<file path="config.mk">
export PLATFORM = sky130hd
export DESIGN_NAME = gio_port
export DESIGN_NICKNAME = d
export VERILOG_FILES = /design/src/gio_pin.v /design/src/gio_port.v
export VERILOG_INCLUDE_DIRS = /design/src
export SDC_FILE = /design/constraint.sdc
export NUM_CORES = 1
export LEC_CHECK = 0
export BUFFER_PORTS_ARGS = -buffer_cell sky130_fd_sc_hd__buf_2
export CELL_PAD_IN_SITES_DETAIL_PLACEMENT = 0
export CELL_PAD_IN_SITES_GLOBAL_PLACEMENT = 1
export CORE_MARGIN = 2
export CORE_UTILIZATION = 40
export DETAILED_ROUTE_END_ITERATION = 16
export GPL_ROUTABILITY_DRIVEN = 0
export GPL_TIMING_DRIVEN = 1
export PLACE_DENSITY_LB_ADDON = 0.1
export SLEW_MARGIN = 20
export SYNTH_ARGS = -nofsm -noshare
export SYNTH_HDL_FRONTEND = slang
export SYNTH_SLANG_ARGS = --single-unit
</file>
<file path="constraint.sdc">
create_clock -name core_clk_i -period 11.2 [get_ports core_clk_i]
set_clock_uncertainty 0.2 [all_clocks]
set_input_delay 1.68 -clock core_clk_i [delete_from_list [all_inputs] [get_ports core_clk_i]]
set_output_delay 1.68 -clock core_clk_i [all_outputs]
set_load 0.05 [all_outputs]
</file>
<file path="src/gio_defines.vh">
`ifndef GIO_DEFINES_VH
`define GIO_DEFINES_VH

// ==========================================================
// Register offsets on the plain register port
`define GIO_OFS_P1_DATA 8'h90
`define GIO_OFS_P3_DATA 8'hB0
`define GIO_OFS_P4_DATA 8'hC0
`define GIO_OFS_P1_MODE_HIGH 8'hE2
`define GIO_OFS_P3_MODE_HIGH 8'hE4
`define GIO_OFS_P4_MODE_HIGH 8'hE5
`define GIO_OFS_P1_MODE_LOW 8'hEA
`define GIO_OFS_P3_MODE_LOW 8'hEC
`define GIO_OFS_P4_MODE_LOW 8'hED

// ==========================================================
// Implemented bit positions of each port
`define GIO_P1_MASK 8'hFF
`define GIO_P3_MASK 8'hBF
`define GIO_P4_MASK 8'h07

// ==========================================================
// Pin modes, coded as {pin_mode_bit_low, pin_mode_bit_high}
`define GIO_MODE_QUASI 2'h0
`define GIO_MODE_PUSH 2'h1
`define GIO_MODE_INPUT 2'h2
`define GIO_MODE_OPEN 2'h3

// ==========================================================
// Reset values chosen by the reset-mode code option
`define GIO_LATCH_RST_QUASI 8'hFF
`define GIO_LATCH_RST_INPUT 8'h00
`define GIO_MODE_LOW_RST_QUASI 8'h00
`define GIO_MODE_LOW_RST_INPUT 8'hFF
`define GIO_MODE_HIGH_RST 8'h00

// ==========================================================
// Strong pull-up boost: time in machine cycles, one clock each
`define GIO_STRONG_MC 2
`define GIO_CLK_PER_MC 1
`define GIO_STRONG_CYC (`GIO_STRONG_MC * `GIO_CLK_PER_MC)

`endif

</file>
<file path="src/gio_pin.v">
`timescale 1ns/10ps
`include "gio_defines.vh"

module gio_pin #(
  parameter RESET_LATCH = 1'b1,
  parameter [1:0] RESET_MODE = 2'h0
) (
  input wire core_clk_i,
  input wire reset_i,
  input wire ce_i,
  input wire pad_i,
  input wire latch_i,
  input wire [1:0] mode_i,
  input wire hold_i,
  input wire hiz_i,
  output reg pad_o,
  output reg pad_oe_o,
  output reg weak_pu_o,
  output reg vweak_pu_o,
  output wire level_o
);

  reg sync1_ff;
  reg sync2_ff;
  reg drv_latch_ff;
  reg [1:0] drv_mode_ff;
  reg [1:0] strong_cnt_ff;
  reg nxt_drv_latch;
  reg [1:0] nxt_drv_mode;
  reg [1:0] nxt_strong_cnt;
  reg nxt_pad;
  reg nxt_oe;
  reg nxt_weak;
  reg nxt_vweak;

  // Boost length; the counter is two bits, so it must stay below 4
  localparam [31:0] STRONG_CYC = `GIO_STRONG_CYC;

  assign level_o = sync2_ff;

  // ==========================================================
  // Drive state follows latch and mode only while not shared
  always @* begin
    nxt_drv_latch = hold_i ? drv_latch_ff : latch_i;
    nxt_drv_mode = hold_i ? drv_mode_ff : mode_i;
    nxt_strong_cnt = (strong_cnt_ff != 2'h0) ?
      strong_cnt_ff - 2'h1 : 2'h0;
    if (nxt_drv_mode == `GIO_MODE_QUASI && !drv_latch_ff &&
        nxt_drv_latch) begin
      nxt_strong_cnt = STRONG_CYC[1:0];
    end
  end

  // ==========================================================
  // Driver enables per mode; pad level drives weak pull-up
  always @* begin
    nxt_pad = 1'b0;
    nxt_oe = 1'b0;
    nxt_weak = 1'b0;
    nxt_vweak = 1'b0;
    case (drv_mode_ff)
      `GIO_MODE_QUASI: begin
        if (drv_latch_ff) begin
          nxt_pad = 1'b1;
          nxt_oe = (strong_cnt_ff != 2'h0);
          nxt_weak = sync2_ff;
          nxt_vweak = 1'b1;
        end else begin
          nxt_oe = 1'b1;
        end
      end
      `GIO_MODE_PUSH: begin
        nxt_pad = drv_latch_ff;
        nxt_oe = 1'b1;
      end
      `GIO_MODE_OPEN: begin
        nxt_oe = !drv_latch_ff;
      end
      default: begin
        nxt_oe = 1'b0;
      end
    endcase
    // Analog use needs every driver off
    if (hiz_i) begin
      nxt_pad = 1'b0;
      nxt_oe = 1'b0;
      nxt_weak = 1'b0;
      nxt_vweak = 1'b0;
    end
  end

  // ==========================================================
  // Input path is gated by ce_i like the rest, so it stops sensing pins while ce_i is low
  always @(posedge core_clk_i or posedge reset_i) begin
    if (reset_i) begin
      sync1_ff <= 1'b0;
      sync2_ff <= 1'b0;
      drv_latch_ff <= RESET_LATCH;
      drv_mode_ff <= RESET_MODE;
      strong_cnt_ff <= 2'h0;
      pad_o <= 1'b0;
      pad_oe_o <= 1'b0;
      weak_pu_o <= 1'b0;
      vweak_pu_o <= 1'b0;
    end else if (ce_i) begin
      sync1_ff <= pad_i;
      sync2_ff <= sync1_ff;
      drv_latch_ff <= nxt_drv_latch;
      drv_mode_ff <= nxt_drv_mode;
      strong_cnt_ff <= nxt_strong_cnt;
      pad_o <= nxt_pad;
      pad_oe_o <= nxt_oe;
      weak_pu_o <= nxt_weak;
      vweak_pu_o <= nxt_vweak;
    end
  end

endmodule

</file>
<file path="src/gio_port.v">
// Summary of operation
// - Two mode bits per pin select quasi, push-pull, input-only or open-drain.
// - Reset loads data latches with FF or 00 per reset-mode option.
// - Reset puts every pin in quasi or input-only mode per option.
// - Pin input sampling never stops, including in power-down; here ce_i low stops it.
// - Mode writes apply only to pins with no shared function enabled.
// - Quasi latch 1: weak pull-up on while pin high, off when pulled low.
// - Quasi latch 1: very weak pull-up always on.
// - Quasi latch rising 0 to 1 turns strong pull-up on two cycles.
// - Push-pull drives strong high for latch 1, low for latch 0.
// - Input-only turns every driver off.
// - Open-drain drives low for latch 0, releases for latch 1.
// - Highest-priority enabled function owns a shared pin.
// - Pin passes down only after the higher function is disabled.
// - While shared, accesses touch only the latch; pin drive holds.
// - Port1 pin 6 is timer2 reload input with ext, run, counter set.
// - Port1 pin 7 is timer2 pin with run and counter select set.
// - Port1 pin 3 is low-voltage-detect input when selected.
// - Port1 pin 2 is external interrupt 2 when enabled.
//
// The strobed register port is this design's own decision.
`timescale 1ns/10ps
`include "gio_defines.vh"

module gio_port #(
  parameter RESET_INPUT_ONLY = 0
) (
  input wire core_clk_i,
  input wire reset_i,
  input wire ce_i,
  input wire [7:0] addr_i,
  input wire [7:0] wdata_i,
  input wire wr_i,
  input wire rd_i,
  output reg [7:0] rdata_o,
  input wire [23:0] pin_i,
  output wire [23:0] pin_o,
  output wire [23:0] pin_oe_o,
  output wire [23:0] weak_pu_o,
  output wire [23:0] vweak_pu_o,
  output reg [23:0] pin_level_o,
  input wire converter_on_i,
  input wire [2:0] channel_select_i,
  input wire [7:0] analog_channel_enable_i,
  input wire timer2_run_i,
  input wire timer2_counter_select_i,
  input wire timer2_ext_enable_i,
  input wire lvd_pin_select_i,
  input wire ext_irq2_enable_i,
  output reg [7:0] analog_grant_o,
  output reg timer2_ext_pin_grant_o,
  output reg timer2_reload_capture_pin_grant_o,
  output reg low_voltage_detect_pin_grant_o,
  output reg ext_irq2_pin_grant_o
);

  // ==========================================================
  // Reset values picked by the reset-mode code option
  localparam [23:0] IMPL_MASK =
    {`GIO_P4_MASK, `GIO_P3_MASK, `GIO_P1_MASK};
  localparam [7:0] LATCH_RST = RESET_INPUT_ONLY ?
    `GIO_LATCH_RST_INPUT : `GIO_LATCH_RST_QUASI;
  localparam [7:0] MODE_LOW_RST = RESET_INPUT_ONLY ?
    `GIO_MODE_LOW_RST_INPUT : `GIO_MODE_LOW_RST_QUASI;
  localparam [7:0] MODE_HIGH_RST = `GIO_MODE_HIGH_RST;
  localparam [23:0] LATCH_RST_ALL =
    {LATCH_RST, LATCH_RST, LATCH_RST} & IMPL_MASK;
  localparam [23:0] MODE_LOW_RST_ALL =
    {MODE_LOW_RST, MODE_LOW_RST, MODE_LOW_RST} & IMPL_MASK;
  localparam [23:0] MODE_HIGH_RST_ALL =
    {MODE_HIGH_RST, MODE_HIGH_RST, MODE_HIGH_RST} & IMPL_MASK;

  // ==========================================================
  // Port state: data latches and the two mode-bit planes
  reg [23:0] latch_ff;
  reg [23:0] mode_low_ff;
  reg [23:0] mode_high_ff;
  reg [23:0] nxt_latch;
  reg [23:0] nxt_mode_low;
  reg [23:0] nxt_mode_high;
  reg [7:0] nxt_rdata;

  // Sharing state per pin, only port1 has alternate functions
  reg [7:0] an_sel;
  reg t2_pin_en;
  reg t2_reload_en;
  reg [7:0] p1_share;
  reg [7:0] nxt_an_grant;
  reg nxt_t2_pin_grant;
  reg nxt_t2_reload_grant;
  reg nxt_lvd_grant;
  reg nxt_irq2_grant;
  wire [23:0] share;
  wire [23:0] hiz;
  wire [23:0] level;

  // ==========================================================
  // Alternate function enables on port1
  always @* begin
    an_sel = 8'h00;
    an_sel[channel_select_i] = converter_on_i;
    an_sel = an_sel & analog_channel_enable_i;
    t2_pin_en = timer2_run_i &
      timer2_counter_select_i;
    t2_reload_en = timer2_ext_enable_i & timer2_run_i &
      timer2_counter_select_i;
    p1_share = an_sel;
    p1_share[7] = an_sel[7] | t2_pin_en;
    p1_share[6] = an_sel[6] | t2_reload_en;
    p1_share[3] = an_sel[3] | lvd_pin_select_i;
    p1_share[2] = an_sel[2] | ext_irq2_enable_i;
  end

  // ==========================================================
  // Fixed priority: analog first, second-level functions next.
  // A lower function owns the pin only while every higher one
  // is off, so the grant moves on the clock edge after the disable.
  always @* begin
    nxt_an_grant = an_sel;
    nxt_t2_pin_grant = t2_pin_en & ~an_sel[7];
    nxt_t2_reload_grant =
      t2_reload_en & ~an_sel[6];
    nxt_lvd_grant =
      lvd_pin_select_i & ~an_sel[3];
    nxt_irq2_grant =
      ext_irq2_enable_i & ~an_sel[2];
  end

  // Ports 3 and 4 share nothing in this block
  assign share = {16'h0000, p1_share};

  // Analog channels take the pad with all drivers off
  assign hiz = {16'h0000, an_sel};

  // ==========================================================
  // Register writes. Mode bits of a shared pin keep their old
  // value, so a share cannot be broken by a stray mode write.
  always @* begin
    nxt_latch = latch_ff;
    nxt_mode_low = mode_low_ff;
    nxt_mode_high = mode_high_ff;
    if (wr_i) begin
      case (addr_i)
        `GIO_OFS_P1_DATA: begin
          nxt_latch[7:0] = wdata_i & `GIO_P1_MASK;
        end
        `GIO_OFS_P3_DATA: begin
          nxt_latch[15:8] = wdata_i & `GIO_P3_MASK;
        end
        `GIO_OFS_P4_DATA: begin
          nxt_latch[23:16] = wdata_i & `GIO_P4_MASK;
        end
        `GIO_OFS_P1_MODE_LOW: begin
          nxt_mode_low[7:0] = ((wdata_i & ~share[7:0]) |
            (mode_low_ff[7:0] & share[7:0])) &
            `GIO_P1_MASK;
        end
        `GIO_OFS_P1_MODE_HIGH: begin
          nxt_mode_high[7:0] = ((wdata_i & ~share[7:0]) |
            (mode_high_ff[7:0] & share[7:0])) &
            `GIO_P1_MASK;
        end
        `GIO_OFS_P3_MODE_LOW: begin
          nxt_mode_low[15:8] = ((wdata_i & ~share[15:8]) |
            (mode_low_ff[15:8] & share[15:8])) &
            `GIO_P3_MASK;
        end
        `GIO_OFS_P3_MODE_HIGH: begin
          nxt_mode_high[15:8] = ((wdata_i & ~share[15:8]) |
            (mode_high_ff[15:8] & share[15:8])) &
            `GIO_P3_MASK;
        end
        `GIO_OFS_P4_MODE_LOW: begin
          nxt_mode_low[23:16] = ((wdata_i & ~share[23:16]) |
            (mode_low_ff[23:16] & share[23:16])) &
            `GIO_P4_MASK;
        end
        `GIO_OFS_P4_MODE_HIGH: begin
          nxt_mode_high[23:16] = ((wdata_i & ~share[23:16]) |
            (mode_high_ff[23:16] & share[23:16])) &
            `GIO_P4_MASK;
        end
        default: begin
          nxt_latch = latch_ff;
        end
      endcase
    end
  end

  // ==========================================================
  // Register reads. A free pin returns its synced level; a
  // shared pin returns its latch, since the pad belongs to the
  // alternate function. Unmapped addresses read zero.
  always @* begin
    nxt_rdata = 8'h00;
    if (rd_i) begin
      case (addr_i)
        `GIO_OFS_P1_DATA: begin
          nxt_rdata = ((level[7:0] & ~share[7:0]) |
            (latch_ff[7:0] & share[7:0])) &
            `GIO_P1_MASK;
        end
        `GIO_OFS_P3_DATA: begin
          nxt_rdata = level[15:8] & `GIO_P3_MASK;
        end
        `GIO_OFS_P4_DATA: begin
          nxt_rdata = level[23:16] & `GIO_P4_MASK;
        end
        `GIO_OFS_P1_MODE_LOW: begin
          nxt_rdata = mode_low_ff[7:0];
        end
        `GIO_OFS_P1_MODE_HIGH: begin
          nxt_rdata = mode_high_ff[7:0];
        end
        `GIO_OFS_P3_MODE_LOW: begin
          nxt_rdata = mode_low_ff[15:8];
        end
        `GIO_OFS_P3_MODE_HIGH: begin
          nxt_rdata = mode_high_ff[15:8];
        end
        `GIO_OFS_P4_MODE_LOW: begin
          nxt_rdata = mode_low_ff[23:16];
        end
        `GIO_OFS_P4_MODE_HIGH: begin
          nxt_rdata = mode_high_ff[23:16];
        end
        default: begin
          nxt_rdata = 8'h00;
        end
      endcase
    end
  end

  // ==========================================================
  // State registers; clock enable low freezes everything
  always @(posedge core_clk_i or posedge reset_i) begin
    if (reset_i) begin
      latch_ff <= LATCH_RST_ALL;
      mode_low_ff <= MODE_LOW_RST_ALL;
      mode_high_ff <= MODE_HIGH_RST_ALL;
      rdata_o <= 8'h00;
      pin_level_o <= 24'h000000;
      analog_grant_o <= 8'h00;
      timer2_ext_pin_grant_o <= 1'b0;
      timer2_reload_capture_pin_grant_o <= 1'b0;
      low_voltage_detect_pin_grant_o <= 1'b0;
      ext_irq2_pin_grant_o <= 1'b0;
    end else if (ce_i) begin
      latch_ff <= nxt_latch;
      mode_low_ff <= nxt_mode_low;
      mode_high_ff <= nxt_mode_high;
      rdata_o <= nxt_rdata;
      pin_level_o <= level & IMPL_MASK;
      analog_grant_o <= nxt_an_grant;
      timer2_ext_pin_grant_o <= nxt_t2_pin_grant;
      timer2_reload_capture_pin_grant_o <= nxt_t2_reload_grant;
      low_voltage_detect_pin_grant_o <= nxt_lvd_grant;
      ext_irq2_pin_grant_o <= nxt_irq2_grant;
    end
  end

  // ==========================================================
  // One pad cell per implemented pin; the gaps stay idle
  genvar gi;
  generate
    for (gi = 0; gi < 24; gi = gi + 1) begin : g_pin
      if (IMPL_MASK[gi]) begin : g_impl
        gio_pin #(
          .RESET_LATCH(LATCH_RST_ALL[gi]),
          .RESET_MODE({MODE_LOW_RST_ALL[gi], MODE_HIGH_RST_ALL[gi]})
        ) u_pin (
          .core_clk_i(core_clk_i),
          .reset_i(reset_i),
          .ce_i(ce_i),
          .pad_i(pin_i[gi]),
          .latch_i(latch_ff[gi]),
          .mode_i({mode_low_ff[gi], mode_high_ff[gi]}),
          .hold_i(share[gi]),
          .hiz_i(hiz[gi]),
          .pad_o(pin_o[gi]),
          .pad_oe_o(pin_oe_o[gi]),
          .weak_pu_o(weak_pu_o[gi]),
          .vweak_pu_o(vweak_pu_o[gi]),
          .level_o(level[gi])
        );
      end else begin : g_none
        assign pin_o[gi] = 1'b0;
        assign pin_oe_o[gi] = 1'b0;
        assign weak_pu_o[gi] = 1'b0;
        assign vweak_pu_o[gi] = 1'b0;
        assign level[gi] = 1'b0;
      end
    end
  endgenerate

endmodule

</file>
== After elaboration in Yosys (flattened, before gate mapping) ==
Index checks and enable logic that the tools add are counted.

* Flip-flop bits (word level): 290

* Equality and inequality tests: 45
* Add/subtract/negate cells: 18
* Mux-type cells: 214
* Magnitude comparators: 2
* Reduce and logical (&&, ||, !) cells: 118
* Bitwise logic cells: 26

{| class="wikitable"
|+ Operators by type and width
! kind !! count
|-
| $mux 1 || 131
|-
| $mux 2 || 44
|-
| $eq 8x8->1 const B || 9
|-
| $logic_not 2->1 || 36
|-
| $pmux 8 s9 || 1
|-
| $and 8x8->8 || 7
|-
| $pmux 1 s3 || 18
|-
| $logic_and 1x1->1 || 37
|-
| $eq 2x1->1 const B || 18
|-
| $eq 2x2->1 const B || 18
|-
| $pmux 1 s2 || 18
|-
| $reduce_bool 2->1 || 18
|-
| $sub 2x1->2 const B || 18
|-
| $reduce_and 3->1 || 9
|-
| $or 8x8->8 || 3
|-
| $logic_not 1->1 || 18
|-
| $mux 8 || 1
|-
| $not 8->8 || 1
|-
| $and 1x1->1 || 7
|-
| $lt 3x4->1 const B || 1
|-
| $not 1->1 || 4
|-
| $or 1x1->1 || 4
|-
| $demux 1 s3 || 1
|-
| $ge 3x1->1 const B || 1
|}

== Longest topological paths before layout ==
* Depth after elaboration: 12
* Gate-level depth with buffers: 7
* Depth with buffers taken out: 5

== Cells and area by module ==
Synthesis repeated with hierarchy kept, for this count alone.

* Cells, all modules: 1,054
* Area, all modules: 13,490.4 um^2

{| class="wikitable"
|+ By module, submodules not included
! module !! cells each !! area each (um^2) !! times used !! sequential area each (um^2)
|-
| gio_pin || 39 || 496.7 || 18 || 276.5
|-
| gio_port || 352 || 4,549.4 || 1 || 2,324.7
|}

== Worst setup path before layout ==
OpenSTA, ideal clock, no wires.

* Path kind: input to register
* Start point: input port channel_select_i[2]
* End point: register rdata_o[4]
* Arrival time: 2.957 ns
* Slack: 7.918 ns
* Path buffers: 1
* Stages: 6
* Library setup time: 0.125 ns
* Cells stage by stage: clkbuf_1 nor2b_1 and3_1 mux2_2 a221oi_1 o2bb2ai_1

* Cells in the longest elaborated chain, start to end: 11
* Elaborated cells on any way between the ends: 13

{| class="wikitable"
|+ Ends and longest elaborated chain
! item !! RTL line !! RTL
|-
| from (decl) || gio_port.v:43 || <nowiki>input wire [2:0] channel_select_i,</nowiki>
|-
| $lt 3x4->1 (not written as such) or $ge 3x1->1 (tied branches) || gio_port.v:101 || <nowiki>an_sel[channel_select_i] = converter_on_i;</nowiki>
|-
| $logic_and 1x1->1 (not written as such) || gio_port.v:101 ||
|-
| $mux 1 (not written as such) || gio_port.v:101 ||
|-
| $demux 1 s3 * || gio_port.v:101 ||
|-
| $and 8x8->8 (no source line) * || -- ||
|-
| $and 8x8->8 * || gio_port.v:102 || <nowiki>an_sel = an_sel & analog_channel_enable_i;</nowiki>
|-
| $not 8->8 || gio_port.v:199 || <nowiki>nxt_rdata = ((level[7:0] & ~share[7:0]) |</nowiki>
|-
| $and 8x8->8 || gio_port.v:199 ||
|-
| $or 8x8->8 * || gio_port.v:199 ||
|-
| $pmux 8 s9 * || gio_port.v:197 || <nowiki>case (addr_i)</nowiki>
|-
| $mux 8 * || gio_port.v:196 || <nowiki>if (rd_i) begin</nowiki>
|-
| to (signal assigned) || gio_port.v:252 || <nowiki>rdata_o <= nxt_rdata;</nowiki>
|-
| to (decl) || gio_port.v:35 || <nowiki>output reg [7:0] rdata_o,</nowiki>
|}

Mark *: on every way between the ends. The rest lies on a longest branch, timed or not.
A chain may end at the register's enable or synchronous reset.

==> summary.txt <==
Die
  – Num rows: 66
  – # IOs: 202
  – Die Area: 34900 µm²
  – Die Ht: 187 µm
  – CORE AREA: 32700 µm²
  – Initial Util: 40.9%
  – DIE WIDTH: 187 µm

Clock tree
  – CTS max path bufs: 3
  – Clk root buf: clkbuf_16
  – Post-CTS Resized: 0
  – TritonCTS clock tree: yes
  – CTS Hold Bufs: 0
  – H-tree levels: 2
  – Setup Buffers After CTS: 0
  – Skew-Pair Late Insertion Delay: 0.51 ns
  – TritonCTS Buffers: 35
  – Sink Count: 290
  – Clk pin slew, worst setup/hold paths: 0.05 ns

STA
  – Tcrit/Tclk final: 33.7%
  – Period minus WS final: 3.77 ns
  – Final-report max-slew violation count: 0
  – F_max: 265 MHz
  – Final Hold Viols: 0
  – Worst slew pin tran: 0.927 ns
  – Final setup violating endpoints: 0
  – Final setup TNS: 0 ns
  – Worst rel slew slack: 38.2%
  – RSZ-0062 raised after global routing: no

Synth
  – Adder-Cell Fraction of Synth Area: 0%
  – Yosys Warn Count: 0
  – Largest family of logic cells by synthesized area: multiplexers
  – FFs w/ async S/R, synth: 100%
  – Mux share of post-synthesis cell area: 14.8%
  – Simple-gate share of the synthesized area: between 10% and 20%
  – Post-Syn Area: about 13000 µm²
  – Post-synth cell types: 64
  – Post-synth EDFFs: 0
  – Avg Inst Size Synth: 11.7 µm²
  – Register bit total from synthesis: 290
  – Area leader, netlist: dfrtp_1
  – Top-area cell type share of the netlist area: 47.6%
  – Top post-synthesis cells by area: dfrtp_1 (48%), mux2_2 (12%), dfstp_2 (7.1%)
  – Post-synthesis xor/xnor area fraction: 0%
  – Sequential area share after synthesis: 54.6%
  – Synth Area in Compound Gates: under 10%
  – Post-Synthesis Cells: 1142
  – Ys flop type: dfrtp_1

Placement
  – Final HPWL DP: around 22 mm
  – DP Area: 13900 µm²
  – I/O Buffers: 165
  – Placed Instances: ~1600

Worst setup path
  – CP Launch Type: primary input
  – Flop2flop setup slack: 9.45 ns
  – Worst r2r src: mode_high_ff[18]
  – CP Data Required Time: roughly 11 ns
  – Worst setup path startpoint: ce_i
  – CP arrival: slightly below 4 ns
  – Worst-path fanout max: 58
  – Crit. End Element: flip-flop
  – Worst Setup Path Type: primary input to flip-flop

Drt
  – Iter 0 DRT Violations: 418
  – WL/cell: 18.5 µm
  – Via Count: 8668
  – Routed Antenna Nets: 0
  – Vias/cell: 5.08
  – DRC: 0
  – DRT Pass-1 Iters: 4
  – Wirelength, routed: 31.5 mm

Layout
  – Layout Nets: 1296
  – Layout cells sized above 1: 34.1%
  – Biggest regs: g_pin.g_impl.u_pin.drv_mode_ff (36), g_pin.g_impl.u_pin.strong_cnt_ff (36)
  – Filler cell count in the final layout: 3111
  – Area growth syn-to-layout: 12.6%
  – Layout Utilization: 46.0%
  – Most frequent cells in the layout: dfrtp_1 (254), buf_2 (164), mux2_2 (142)
  – Design area: ~15000 µm²
  – Register area: 7300 µm²
  – Area of the multi-input gates: 4980 µm²
  – Post-route insts no fill: 1706
  – Commonest non-fill, non-tap cell in the layout: dfrtp_1

Min path
  – Min-Delay Path Class: flip-flop to flip-flop
  – HP Start: pin_level_o[8]

Global routing
  – Initial antenna violation count: 5
  – Total grt overflow: 0
  – Vias in the first global route: 8785
  – Largest net degree at the start of global routing: 115
  – Global-route wire length before repair: 50.8 mm
  – Gr usage total: 18.3%

Power
  – Switching Fraction: 27.0%
  – Internal: between 1.5 and 2 mW
  – P_leak: 7.26 nW
  – Net switching power: around 0.68 mW
  – Clock power share: 43.1%
  – Pwr per Cell Area: 166 nW/µm²
  – Max VDD drop: 102 µV
  – Sequential power share: 45.7%
  – PnR Total Power: 2.50 mW
  – Gate power share: 11.3%

Run
  – MaxCap Viol Count: 0

Run status
  – Status: completed
==> final timing paths <==
| kind | end | depth (start not counted) |
|---|---|---|
| max in group asynchronous | g_pin[17].g_impl.u_pin.vweak_pu_o | 4 |
| max | g_pin[0].g_impl.u_pin.drv_mode_ff[0] | 5 |
| max reg2reg | rdata_o[2] | 4 |
| min in group asynchronous | g_pin[4].g_impl.u_pin.pad_o | 2 |
| min | pin_level_o[8] | 1 |
| min reg2reg | pin_level_o[8] | 1 |
==> Yosys cell counts, drive strengths merged, types with 8 or more instances <==
library cell  instances
nand3                28
a21oi                 8
clkbuf               21
and3                 10
a21o                 18
dfstp                36
nor2                 14
mux2i                14
or3b                  8
nand2                98
nand2b               23
inv                  61
mux2                159
nor4b                11
o2bb2ai              19
nor3b                16
o21ai                92
nor3                 26
nand3b               12
buf                 124
dfrtp               254
a22o                 13
==> per-layer routing <==
metal,track usage [%],up-vias,routed length [µm]
li1,-,4111,-
met1,25.6,4337,14900
met2,29.4,177,14500
met3,3.63,39,1490
met4,4.27,4,532
met5,0,-,27
==> through the flow <==
stage	hold WS (ns)	worst slack, ns
6_report	0.271	7.43
5_1_grt	0.291	7.18
4_1_cts	0.277	7.38
3_5_place_dp	0.264	6.84
3_3_place_gp	0.262	6.80
2_1_floorplan	0.253	1.37
==> final cells by class <==
class                   instances  share of cell area (%)
inverters                      61                    1.58
well taps                     442                    3.67
clock buffers                  53                    6.67
flip-flops and latches        290                    48.5
multi-input cells             675                    33.1
diodes                          3                  0.0499
repair buffers                171                    5.83
clock inverters                11                   0.607
==> critical path, cell delays in order <==
cell      delay [ns]
buf_6           0.38
clkinv_2        0.63
buf_4           0.56
nor2_1          0.30
mux2_2          0.36
==> power by group through the flow <==
stage	Combinational (mW)	Sequential [mW]	Clock [mW]
6_report	0.282	1.14	1.08
3_5_place_dp	0.287	1.16	0
3_3_place_gp	0.285	1.16	0
4_1_cts	0.288	1.14	1.11
2_1_floorplan	0.198	1.19	0
5_1_grt	0.306	1.15	1.16
==> kinds of logic (layout without fill, tap and decap cells) <==
logic type / after synthesis / after routing
DFF: 290 / 290
and+or+nand+nor: 275 / 275
buffers and inverters: 206 / 296
AOI/OAI and AO/OA: 195 / 195
muxes: 175 / 175
other: 1 / 33
Note: power is estimated with default switching activity, not from simulation.
